==> src/logic/esm_defines.svh <==
`ifndef ESM_DEFINES_SVH
`define ESM_DEFINES_SVH
// ----------------------------------------
// Timing
// ----------------------------------------
`define ESM_CLK_HZ 250000000
`define ESM_ONE_SEC_S 1
`define ESM_ONE_SEC_CYC (`ESM_ONE_SEC_S * `ESM_CLK_HZ)
`define ESM_BAUD 91600
`define ESM_BAUD_CYC (`ESM_CLK_HZ / `ESM_BAUD)
// ----------------------------------------
// Register map and fields
// ----------------------------------------
`define ESM_REG_CTRL 8'h00
`define ESM_REG_STATUS 8'h04
`define ESM_REG_RATE 8'h08
`define ESM_REG_CNT_BASE 8'h40
`define ESM_REG_CNT_END 8'h68
`define ESM_CTRL_EN_BIT 0
`define ESM_CTRL_QL_LSB 4
`define ESM_CTRL_CLR_BIT 8
`define ESM_CTRL_EN_RST 1'b1
`define ESM_LOCAL_QL_RST 4'hb
`define ESM_RATE_CAP_RST 8'h0a
`define ESM_RESP_OKAY 2'b00
`define ESM_RESP_SLVERR 2'b10
// ----------------------------------------
// Quality levels and frame layout
// ----------------------------------------
`define ESM_QL_PRC 4'h2
`define ESM_QL_SSUA 4'h4
`define ESM_QL_SSUB 4'h8
`define ESM_QL_SEC 4'hb
`define ESM_QL_DNU 4'hf
`define ESM_TYPE_DNU_INFO 4'h8
`define ESM_MSG_TYPES 10
`define ESM_CNT_W 16
`define ESM_FRAME_WORDS 8
`define ESM_LAST_BYTES 3'h2
`define ESM_RX_DEPTH 8
`define ESM_DA 48'h0180c2000002
`define ESM_ETYPE 16'h8809
`define ESM_SUBTYPE 8'h0a
`define ESM_OUI 24'h0019a7
`define ESM_ITU_SUB 16'h0001
`define ESM_VERSION 4'h1
`define ESM_TLV_TYPE 8'h01
`define ESM_TLV_LEN 16'h0004
`define ESM_RX_EVT_WORD 2
`define ESM_RX_EVT_BIT 27
`define ESM_RX_QL_WORD 3
`define ESM_RX_QL_LSB 32
`endif

==> src/logic/esm_pkg.sv <==
`include "esm_defines.svh"
package esm_pkg;
	typedef struct packed {
		logic awvalid;
		logic [7:0] awaddr;
		logic wvalid;
		logic [31:0] wdata;
		logic [3:0] wstrb;
		logic bready;
		logic arvalid;
		logic [7:0] araddr;
		logic rready;
	} esm_axi_req_type;
	typedef struct packed {
		logic awready;
		logic wready;
		logic bvalid;
		logic [1:0] bresp;
		logic arready;
		logic rvalid;
		logic [31:0] rdata;
		logic [1:0] rresp;
	} esm_axi_rsp_type;
	typedef struct packed {
		logic valid;
		logic [63:0] data;
		logic sop;
		logic eop;
	} esm_rx_type;
	typedef struct packed {
		logic valid;
		logic [63:0] data;
		logic sop;
		logic eop;
		logic [2:0] last_bytes;
	} esm_tx_type;
	typedef enum logic [2:0] {G_IDLE = 3'b001, G_FRAME = 3'b010, G_WAIT = 3'b100} esm_gen_type;
	typedef enum logic [2:0] {X_IDLE = 3'b001, X_DECODE = 3'b010, X_DONE = 3'b100} esm_ext_type;
	typedef enum logic [1:0] {R_IDLE = 2'b01, R_SEND = 2'b10} esm_rd_type;
	typedef struct packed {
		logic [1:0] init_sync;
		esm_axi_rsp_type axi;
		logic aw_have;
		logic [7:0] aw_addr;
		logic w_have;
		logic [31:0] w_data;
		logic [3:0] w_strb;
		logic msg_on;
		logic [3:0] local_ql;
		logic [7:0] rate_cap;
		logic [`ESM_MSG_TYPES-1:0][`ESM_CNT_W-1:0] cnt;
		logic [27:0] sec_cnt;
		logic [7:0] win_cnt;
		logic [11:0] baud_cnt;
		logic uart_tick;
		logic slow;
		logic [`ESM_RX_DEPTH-1:0][63:0] rx_mem;
		logic [3:0] rx_wr;
		logic rx_match;
		logic rx_full;
		esm_ext_type ext;
		logic [3:0] dec_ql;
		logic dec_evt;
		logic [3:0] rx_ql;
		logic seen_ql;
		logic switch_req;
		logic switch_once;
		logic req_pend;
		logic [3:0] req_type;
		logic ack;
		esm_gen_type gen;
		logic [2:0] gen_idx;
		logic [3:0] gen_type;
		logic [`ESM_MSG_TYPES*`ESM_FRAME_WORDS-1:0][63:0] tx_mem;
		logic [`ESM_MSG_TYPES-1:0] slot_full;
		esm_rd_type rd;
		logic [3:0] rd_slot;
		logic [2:0] rd_idx;
		esm_tx_type tx;
	} esm_state_type;
endpackage

==> src/logic/esm_message_top.sv <==
// Decided for this implementation: the placing of the registers and the AXI4-Lite register port.
`timescale 1ns/100ps
`include "esm_defines.svh"
module esm_message_top #(
	parameter int unsigned ONE_SEC_CYC = `ESM_ONE_SEC_CYC,
	parameter int unsigned BAUD_CYC = `ESM_BAUD_CYC,
	parameter logic [47:0] SRC_ADDR = 48'h020000000001
) (
	// Clock and reset
	input wire logic clk,
	input wire logic rst,
	input wire logic power_init_done,
	// Register bus
	input esm_pkg::esm_axi_req_type axi_req,
	output esm_pkg::esm_axi_rsp_type axi_rsp,
	// MAC receive stream
	input esm_pkg::esm_rx_type rx_in,
	// MAC transmit stream
	input wire logic mac_tx_almost_full,
	output esm_pkg::esm_tx_type tx_out,
	// Status
	output logic pll_switch_req,
	output logic msg_sent,
	output logic uart_baud_tick
);
	import esm_pkg::*;

	// ----------------------------------------
	// Helpers
	// ----------------------------------------
	function automatic esm_state_type rst_state();
		esm_state_type s;
		s = '0;
		s.gen = G_IDLE;
		s.ext = X_IDLE;
		s.rd = R_IDLE;
		s.msg_on = `ESM_CTRL_EN_RST;
		s.local_ql = `ESM_LOCAL_QL_RST;
		s.rate_cap = `ESM_RATE_CAP_RST;
		s.switch_req = 1'b1;
		return s;
	endfunction

	localparam esm_state_type RST_S = rst_state();

	function automatic logic [3:0] ql_type(input logic [3:0] ql, input logic evt);
		logic [2:0] idx;
		case (ql)
			`ESM_QL_PRC: idx = 3'h0;
			`ESM_QL_SSUA: idx = 3'h1;
			`ESM_QL_SSUB: idx = 3'h2;
			`ESM_QL_SEC: idx = 3'h3;
			default: idx = 3'h4;
		endcase
		return {idx, evt};
	endfunction

	// Message content: info/event flag and QL follow the type
	function automatic logic [63:0] frame_word(input logic [3:0] t, input logic [2:0] i);
		logic [511:0] f;
		logic [3:0] q;
		case (t[3:1])
			3'h0: q = `ESM_QL_PRC;
			3'h1: q = `ESM_QL_SSUA;
			3'h2: q = `ESM_QL_SSUB;
			3'h3: q = `ESM_QL_SEC;
			default: q = `ESM_QL_DNU;
		endcase
		f = '0;
		f[511:288] = {`ESM_DA, SRC_ADDR, `ESM_ETYPE, `ESM_SUBTYPE, `ESM_OUI,
			`ESM_ITU_SUB, `ESM_VERSION, t[0], 3'h0, 24'h000000, `ESM_TLV_TYPE,
			`ESM_TLV_LEN, 4'h0, q};
		return f[511 - 64 * i -: 64];
	endfunction

	// ----------------------------------------
	// State
	// ----------------------------------------
	esm_state_type s_q;
	esm_state_type s_d;

	always_comb begin
		logic new_req;
		logic [3:0] new_type;
		logic [3:0] sel;
		logic [7:0] off;
		logic [6:0] wa;
		logic found;
		new_req = 1'b0;
		new_type = `ESM_TYPE_DNU_INFO;
		sel = '0;
		off = '0;
		wa = '0;
		found = 1'b0;
		s_d = s_q;
		s_d.init_sync = {s_q.init_sync[0], power_init_done};
		s_d.ack = 1'b0;
		s_d.uart_tick = 1'b0;
		s_d.tx.valid = 1'b0;
		s_d.tx.sop = 1'b0;
		s_d.tx.eop = 1'b0;
		s_d.slow = ~s_q.slow;

		// ----------------------------------------
		// Register bus
		// ----------------------------------------
		if (s_q.axi.bvalid && axi_req.bready) begin
			s_d.axi.bvalid = 1'b0;
		end
		if (s_q.axi.rvalid && axi_req.rready) begin
			s_d.axi.rvalid = 1'b0;
		end
		if (s_q.axi.awready && axi_req.awvalid) begin
			s_d.aw_have = 1'b1;
			s_d.aw_addr = axi_req.awaddr;
		end
		if (s_q.axi.wready && axi_req.wvalid) begin
			s_d.w_have = 1'b1;
			s_d.w_data = axi_req.wdata;
			s_d.w_strb = axi_req.wstrb;
		end
		if (s_d.aw_have && s_d.w_have && !s_q.axi.bvalid) begin
			s_d.aw_have = 1'b0;
			s_d.w_have = 1'b0;
			s_d.axi.bvalid = 1'b1;
			s_d.axi.bresp = `ESM_RESP_OKAY;
			if (s_d.aw_addr == `ESM_REG_CTRL) begin
				if (s_d.w_strb[0]) begin
					s_d.msg_on = s_d.w_data[`ESM_CTRL_EN_BIT];
					s_d.local_ql = s_d.w_data[`ESM_CTRL_QL_LSB +: 4];
				end
				if (s_d.w_strb[1] && s_d.w_data[`ESM_CTRL_CLR_BIT]) begin
					s_d.cnt = '0;
				end
			end else if (s_d.aw_addr == `ESM_REG_RATE) begin
				if (s_d.w_strb[0]) begin
					s_d.rate_cap = s_d.w_data[7:0];
				end
			end else if (s_d.aw_addr != `ESM_REG_STATUS) begin
				s_d.axi.bresp = `ESM_RESP_SLVERR;
			end
		end
		if (s_q.axi.arready && axi_req.arvalid) begin
			s_d.axi.rvalid = 1'b1;
			s_d.axi.rresp = `ESM_RESP_OKAY;
			s_d.axi.rdata = '0;
			off = axi_req.araddr - `ESM_REG_CNT_BASE;
			if (axi_req.araddr == `ESM_REG_CTRL) begin
				s_d.axi.rdata[`ESM_CTRL_EN_BIT] = s_q.msg_on;
				s_d.axi.rdata[`ESM_CTRL_QL_LSB +: 4] = s_q.local_ql;
			end else if (axi_req.araddr == `ESM_REG_STATUS) begin
				s_d.axi.rdata = {s_q.win_cnt, 8'h00, s_q.rx_ql, s_q.local_ql,
					3'h0, s_q.seen_ql, s_q.req_pend, s_q.rx_full, s_q.switch_req,
					s_q.msg_on};
			end else if (axi_req.araddr == `ESM_REG_RATE) begin
				s_d.axi.rdata[7:0] = s_q.rate_cap;
			end else if (axi_req.araddr >= `ESM_REG_CNT_BASE
					&& axi_req.araddr < `ESM_REG_CNT_END && off[1:0] == 2'h0) begin
				s_d.axi.rdata[`ESM_CNT_W-1:0] = s_q.cnt[off[5:2]];
			end else begin
				s_d.axi.rresp = `ESM_RESP_SLVERR;
			end
		end

		// ----------------------------------------
		// Timers
		// ----------------------------------------
		// Serial rate comes from this clock, as no slower reference is present;
		// the tick period is the whole number of cycles, rounded down
		if (s_q.baud_cnt == 12'(BAUD_CYC - 1)) begin
			s_d.baud_cnt = '0;
			s_d.uart_tick = 1'b1;
		end else begin
			s_d.baud_cnt = s_q.baud_cnt + 12'h001;
		end
		if (s_q.sec_cnt == 28'(ONE_SEC_CYC - 1)) begin
			s_d.sec_cnt = '0;
			s_d.win_cnt = '0;
		end else begin
			s_d.sec_cnt = s_q.sec_cnt + 28'h0000001;
		end

		// ----------------------------------------
		// Receive parser and extraction
		// ----------------------------------------
		// A frame that starts while one is still undecoded is dropped whole,
		// so the decoder never reads a buffer that is being overwritten
		if (rx_in.valid) begin
			if (rx_in.sop) begin
				s_d.rx_match = (rx_in.data[63:16] == `ESM_DA) && !s_q.rx_full;
				s_d.rx_wr = 4'h0;
			end
			if (s_d.rx_match && s_d.rx_wr < 4'(`ESM_RX_DEPTH)) begin
				s_d.rx_mem[s_d.rx_wr[2:0]] = rx_in.data;
				s_d.rx_wr = s_d.rx_wr + 4'h1;
			end
			if (rx_in.eop && s_d.rx_match) begin
				s_d.rx_full = 1'b1;
				s_d.rx_match = 1'b0;
			end
		end
		case (s_q.ext)
			X_IDLE: begin
				if (s_q.rx_full) begin
					s_d.ext = X_DECODE;
				end
			end
			X_DECODE: begin
				s_d.dec_evt = s_q.rx_mem[`ESM_RX_EVT_WORD][`ESM_RX_EVT_BIT];
				s_d.dec_ql = s_q.rx_mem[`ESM_RX_QL_WORD][`ESM_RX_QL_LSB +: 4];
				s_d.rx_full = 1'b0;
				s_d.ext = X_DONE;
			end
			X_DONE: begin
				s_d.ext = X_IDLE;
				new_req = 1'b1;
				if (s_q.msg_on) begin
					sel = (s_q.dec_ql < s_q.local_ql) ? s_q.dec_ql : s_q.local_ql;
					new_type = ql_type(sel, !s_q.seen_ql || s_q.dec_ql != s_q.rx_ql);
					s_d.rx_ql = s_q.dec_ql;
					s_d.seen_ql = 1'b1;
					if (!s_q.switch_once) begin
						s_d.switch_req = 1'b0;
						s_d.switch_once = 1'b1;
					end else if (s_q.dec_ql != s_q.rx_ql) begin
						s_d.switch_req = s_q.dec_ql < s_q.local_ql;
					end
				end else begin
					new_type = `ESM_TYPE_DNU_INFO;
				end
			end
			default: s_d.ext = X_IDLE;
		endcase

		// ----------------------------------------
		// Request servicing and rate cap
		// ----------------------------------------
		// A request arriving while one is pending is dropped
		if (new_req && !s_q.req_pend && s_d.win_cnt < s_q.rate_cap) begin
			s_d.req_pend = 1'b1;
			s_d.req_type = new_type;
			s_d.win_cnt = s_d.win_cnt + 8'h01;
		end

		// ----------------------------------------
		// Generator, on the half-rate enable
		// ----------------------------------------
		// Framing at half rate stands in for the slower generator clock; a slot
		// is marked full only after its last word, so the reader never sees a
		// half-written frame
		if (s_q.slow) begin
			case (s_q.gen)
				G_IDLE: begin
					if (s_q.req_pend && !s_q.slot_full[s_q.req_type]) begin
						s_d.gen_type = s_q.req_type;
						s_d.gen_idx = 3'h0;
						s_d.gen = G_FRAME;
					end
				end
				G_FRAME: begin
					wa = {s_q.gen_type, s_q.gen_idx};
					s_d.tx_mem[wa] = frame_word(s_q.gen_type, s_q.gen_idx);
					s_d.gen_idx = s_q.gen_idx + 3'h1;
					if (s_q.gen_idx == 3'(`ESM_FRAME_WORDS - 1)) begin
						s_d.slot_full[s_q.gen_type] = 1'b1;
						s_d.req_pend = 1'b0;
						s_d.gen = G_WAIT;
					end
				end
				G_WAIT: begin
					if (!s_q.req_pend) begin
						s_d.gen = G_IDLE;
					end else if (!s_q.slot_full[s_q.req_type]) begin
						s_d.gen_type = s_q.req_type;
						s_d.gen_idx = 3'h0;
						s_d.gen = G_FRAME;
					end
				end
				default: s_d.gen = G_IDLE;
			endcase
		end

		// ----------------------------------------
		// Slot reader toward the MAC
		// ----------------------------------------
		// Almost-full freezes the word index, so a stalled frame resumes where
		// it stopped instead of starting again
		case (s_q.rd)
			R_IDLE: begin
				if (!mac_tx_almost_full) begin
					for (int k = `ESM_MSG_TYPES - 1; k >= 0; k--) begin
						if (s_q.slot_full[k]) begin
							found = 1'b1;
							s_d.rd_slot = 4'(k);
						end
					end
					if (found) begin
						s_d.rd_idx = 3'h0;
						s_d.rd = R_SEND;
					end
				end
			end
			R_SEND: begin
				if (!mac_tx_almost_full) begin
					s_d.tx.valid = 1'b1;
					s_d.tx.data = s_q.tx_mem[{s_q.rd_slot, s_q.rd_idx}];
					s_d.tx.sop = (s_q.rd_idx == 3'h0);
					s_d.tx.eop = (s_q.rd_idx == 3'(`ESM_FRAME_WORDS - 1));
					s_d.tx.last_bytes = `ESM_LAST_BYTES;
					s_d.rd_idx = s_q.rd_idx + 3'h1;
					if (s_d.tx.eop) begin
						// Free the slot; the generator never writes a full slot
						s_d.slot_full[s_q.rd_slot] = 1'b0;
						s_d.ack = 1'b1;
						if (s_d.cnt[s_q.rd_slot] != '1) begin
							s_d.cnt[s_q.rd_slot] = s_d.cnt[s_q.rd_slot] + 16'h0001;
						end
						s_d.rd = R_IDLE;
					end
				end
			end
			default: s_d.rd = R_IDLE;
		endcase

		s_d.axi.awready = !s_d.aw_have;
		s_d.axi.wready = !s_d.w_have;
		s_d.axi.arready = !s_d.axi.rvalid;

		// Everything but the init synchroniser waits for init done
		if (!s_q.init_sync[1]) begin
			s_d = RST_S;
			s_d.init_sync = {s_q.init_sync[0], power_init_done};
		end
	end

	always_ff @(posedge clk or posedge rst) begin
		if (rst) begin
			s_q <= RST_S;
		end else begin
			s_q <= s_d;
		end
	end

	// ----------------------------------------
	// Outputs
	// ----------------------------------------
	assign axi_rsp = s_q.axi;
	assign tx_out = s_q.tx;
	assign pll_switch_req = s_q.switch_req;
	assign msg_sent = s_q.ack;
	assign uart_baud_tick = s_q.uart_tick;
endmodule

==> config.mk <==
export PLATFORM = sky130hd
export DESIGN_NAME = esm_message_top
export DESIGN_NICKNAME = d
export VERILOG_FILES = /design/src/logic/esm_pkg.sv /design/src/logic/esm_message_top.sv
export VERILOG_INCLUDE_DIRS = /design/src /design/src/logic
export SDC_FILE = /design/constraint.sdc
export NUM_CORES = 2
export LEC_CHECK = 0
export ABC_AREA = 1
export BUFFER_PORTS_ARGS = -buffer_cell sky130_fd_sc_hd__buf_4
export CAP_MARGIN = 15
export CELL_PAD_IN_SITES_DETAIL_PLACEMENT = 1
export CELL_PAD_IN_SITES_GLOBAL_PLACEMENT = 1
export CORE_MARGIN = 1.5
export CORE_UTILIZATION = 30
export DETAILED_ROUTE_END_ITERATION = 6
export PLACE_DENSITY_LB_ADDON = 0.1
export SLEW_MARGIN = 10
export SYNTH_ARGS = -nofsm -noshare
export SYNTH_HDL_FRONTEND = slang
export SYNTH_SLANG_ARGS = --single-unit
==> constraint.sdc <==
create_clock -name clk -period 66.4 [get_ports clk]
set_clock_uncertainty 0.2 [all_clocks]
set_input_delay 3.32 -clock clk [delete_from_list [all_inputs] [get_ports clk]]
set_output_delay 3.32 -clock clk [all_outputs]
set_load 0.02 [all_outputs]
==> flow_summary.toml <==
[outcome]
outcome = "finished, final reports clean"

[finish]
syn_to_final_growth_pct = 13.5
finalNetCount = 8227
post_route_cells_drive_above_1_share_pct = 7.73

[detailed_routing]
post_drt_wl_per_cell_um = 22.8
vias_after_detailed_routing = 56500
drcViolationCount = 0
antenna_left = 0
totalWireLength_um = 251000
first_pass_iters = 6
vias_per_cell = 5.13
drt_first_iter_violations = 3751

[sta]
final.hold.worst_slack_ns = 0.150
post-route-period-util_pct = 14.3
rsz0062_at_grt = "false"
timing.final.setup_violations = 0
timing.final.crit_period_ns = 9.49
worst_slew_margin_rel_pct = 24.1
timing.fmax_mhz = 105
tightest_slew_ns = 1.13
fin_tns_setup_ns = 0
final_max_slew_viol_count = 0
hold_viol_final = 0

[synthesis]
netlist-cell-type-count = 54
ys_async_sr_fraction_pct = 100
synth_ff_type = "dfrtp_1"
synth.yosys.warnings = 0
synthCells = 8185
synth-edff-count = 0
average_cell_area_after_synthesis_um2 = 7.85
netlist_area_pre_place_um2 = 64200
synth-seq-cells = 1311
yosysSeqAreaShare_pct = 51.1

[cts]
cts-hold-fix-buffers = 0
cts_buffers = 163
root_buffer = "clkbuf_16"
cts.repair_timing.setup_buffer_count = 0
post_cts_resize_count = 0
clkSlewWorstSetupHoldPaths_ns = 0.06
ctsLongestPathBuffers = 3
clock-sinks = 1311
htreeDepth = 4
clock_tree_from_tritoncts = "built"
clk_latency_ns = 0.82

[floorplanning]
die_w_um = 466
die_height_um = 466
start_util_pct = 30.2
placeable_core_area_um2 = 213000
floorplan.die_area_um2 = 217000
core.rowCount = 169
ios = 242

[flow_run]
cap_violations = 0

[global_routing]
wire_length_of_the_first_global_routing_pass_um = 381000
globalRoute.totalOverflow = 0
grt_use_total_pct = 23.0
antenna_violations_before_repair = 5
grt_pass1_vias = 57800
grt_start_max_net_pins = 161

[place]
place.detailed.hpwl_um = 160000
place.gp.congestion = 0.839
place.port_buffers = 188

[critical_path]
critical_path_required_ns = 66.86
worst_ep_arrival_time_ns = 9.95
start_point_of_the_critical_path = "axi_req[47]"
start_kind = "input port"
cp_max_fo = 57
worst_r2r_startpoint = "axi_rsp[39]$_DFF_PP0_"
endpoint_kind_of_the_worst_setup_timing_path = "register"
setup.worst_path.class = "in -> reg"

[power]
irDropWorstVdd_mv = 0.0267
power_per_cell_area_nw_per_um2 = 24.3
total_power_uw = 1770
leakagePower_uw = 0.0323

[min_path]
tightest_hold_check_type = "reg -> reg"
hold_start = "s_q[6068]$_DFF_PP0_"
registers in the layout, indices dropped and copies added (netlist names):
register and cells:
s_q 1261, axi_rsp 31, tx_out 16, msg_sent 1, pll_switch_req 1, uart_baud_tick 1
final cells by class:
cell class / instances / area (um2)
Sequential cell: 1311 / 32800
Clock buffer: 238 / 4700
Timing Repair Buffer: 309 / 2410
Fill cell: 25400 / 140000
Tap cell: 2821 / 3530
Antenna cell: 2 / 5.00
Multi-Input combinational cell: 5084 / 24300
Inverter: 1203 / 4550
Clock inverter: 40 / 593
synthesized netlist by cell type (10+ instances only):
cell type | n | area share (%)
o31ai_1 | 15 | 0.18
a211oi_1 | 16 | 0.19
o22ai_1 | 99 | 0.96
o211ai_1 | 73 | 0.85
a221oi_1 | 13 | 0.18
a21oi_1 | 805 | 6.3
clkinv_1 | 13 | 0.076
buf_4 | 118 | 1.4
inv_1 | 1171 | 6.8
buf_1 | 76 | 0.44
buf_6 | 12 | 0.21
dfstp_2 | 10 | 0.41
o221ai_1 | 20 | 0.27
nand3_1 | 721 | 5.6
clkbuf_1 | 380 | 2.2
o21ai_1 | 24 | 0.19
a22oi_1 | 28 | 0.33
o21ai_0 | 865 | 6.7
nor3_1 | 62 | 0.48
o41ai_1 | 23 | 0.31
ha_1 | 27 | 0.53
a31oi_1 | 20 | 0.19
nor4_1 | 19 | 0.19
dfrtp_1 | 1301 | 51
nand4_1 | 64 | 0.62
buf_2 | 12 | 0.093
inv_2 | 19 | 0.11
nor2_1 | 957 | 5.6
nand2_1 | 1128 | 6.6
path summary, 6_finish.rpt:
kind | to | slack [ns] | cells after the start
hold reg to reg | s_q[6069]$_DFF_PP0_ | 0.15 | 0
hold / removal | s_q[6069]$_DFF_PP0_ | 0.15 | 0
setup / recovery | s_q[5915]$_DFF_PP0_ | 56.91 | 20
min in group asynchronous | s_q[6069]$_DFF_PP0_ | 2.37 | 2
max in group asynchronous | s_q[3080]$_DFFE_PP0P_ | 59.20 | 7
setup reg to reg | s_q[5915]$_DFF_PP0_ | 59.03 | 19
metrics by stage:
stage	instances	util, %	setup WS (ns)	cell area, um2
after floorplan	8196	-	25.94	64300
after global placement	10700	31.8	56.12	67600
after detailed placement	10700	31.8	56.08	67600
after CTS	11000	34.3	56.93	72900
after global routing	11000	34.3	56.52	72900
final	11000	34.3	56.91	72900
cells by family after synthesis:
family,after synthesis,share of synthesized area [%]
XOR/XNOR,17,0.243
buffers and inverters,1801,11.4
other,1,0.00584
flip-flops,1311,51.1
multiplexers,8,0.125
AND/OR/NAND/NOR,2987,19.5
AO/OA/AOI/OAI,2033,17.1
adder cells (fa/ha/maj),27,0.526
power breakdown:
group          internal [uW]  switching, uW
Sequential               802           1.70
Combinational           12.9           56.7
Clock                    526            374
Total                   1340            432
layer usage:
metal  vias up  global-route usage [%]  share of wire, %
met3       350                    3.52               4.5
li1      26300                       -                 -
met5         -                       0            0.0052
met1     28700                    31.8                47
met4         2                    6.91               2.9
met2      1169                    37.0                46
layout by cell type, fill, tap and decap left out, types with 10 or more instances in the layout:
cell and n:
inv_1 1166, dfrtp_1 1296, o41ai_1 23, o21ai_1 30, o31ai_1 15, a21oi_1 805, clkinv_1 10, o21ai_0 859
o221ai_1 20, clkbuf_16 165, clkinv_2 15, nor3_1 62, nor4_1 19, a22oi_1 28, o211ai_1 73, buf_4 301
clkbuf_1 43, o22ai_1 99, a221oi_1 13, nand2_1 1125, nor2_1 941, conb_1 12, ha_1 27, inv_2 22
nand4_1 64, dfstp_2 10, a31oi_1 20, nand3_1 720, clkbuf_8 30, a211oi_1 16, nor2_2 13
worst max-delay path, stage by stage:
cell      delay [ns]
buf_4           0.10
nand2_1         0.37
nand2_1         0.26
nand3_1         0.47
nor2_1          0.36
nand3_4         0.52
buf_4           0.59
nand2_1         0.24
o22ai_1         0.16
nand3b_2        0.47
ha_1            0.36
nand3_1         0.17
nor2_1          0.06
nand2_1         0.15
nor2_2          0.09
nand3_4         0.07
buf_4           0.52
nand3_1         0.91
a21oi_1         0.57
nor3_1          0.10
No activity file was read; power rests on OpenSTA's default activity.
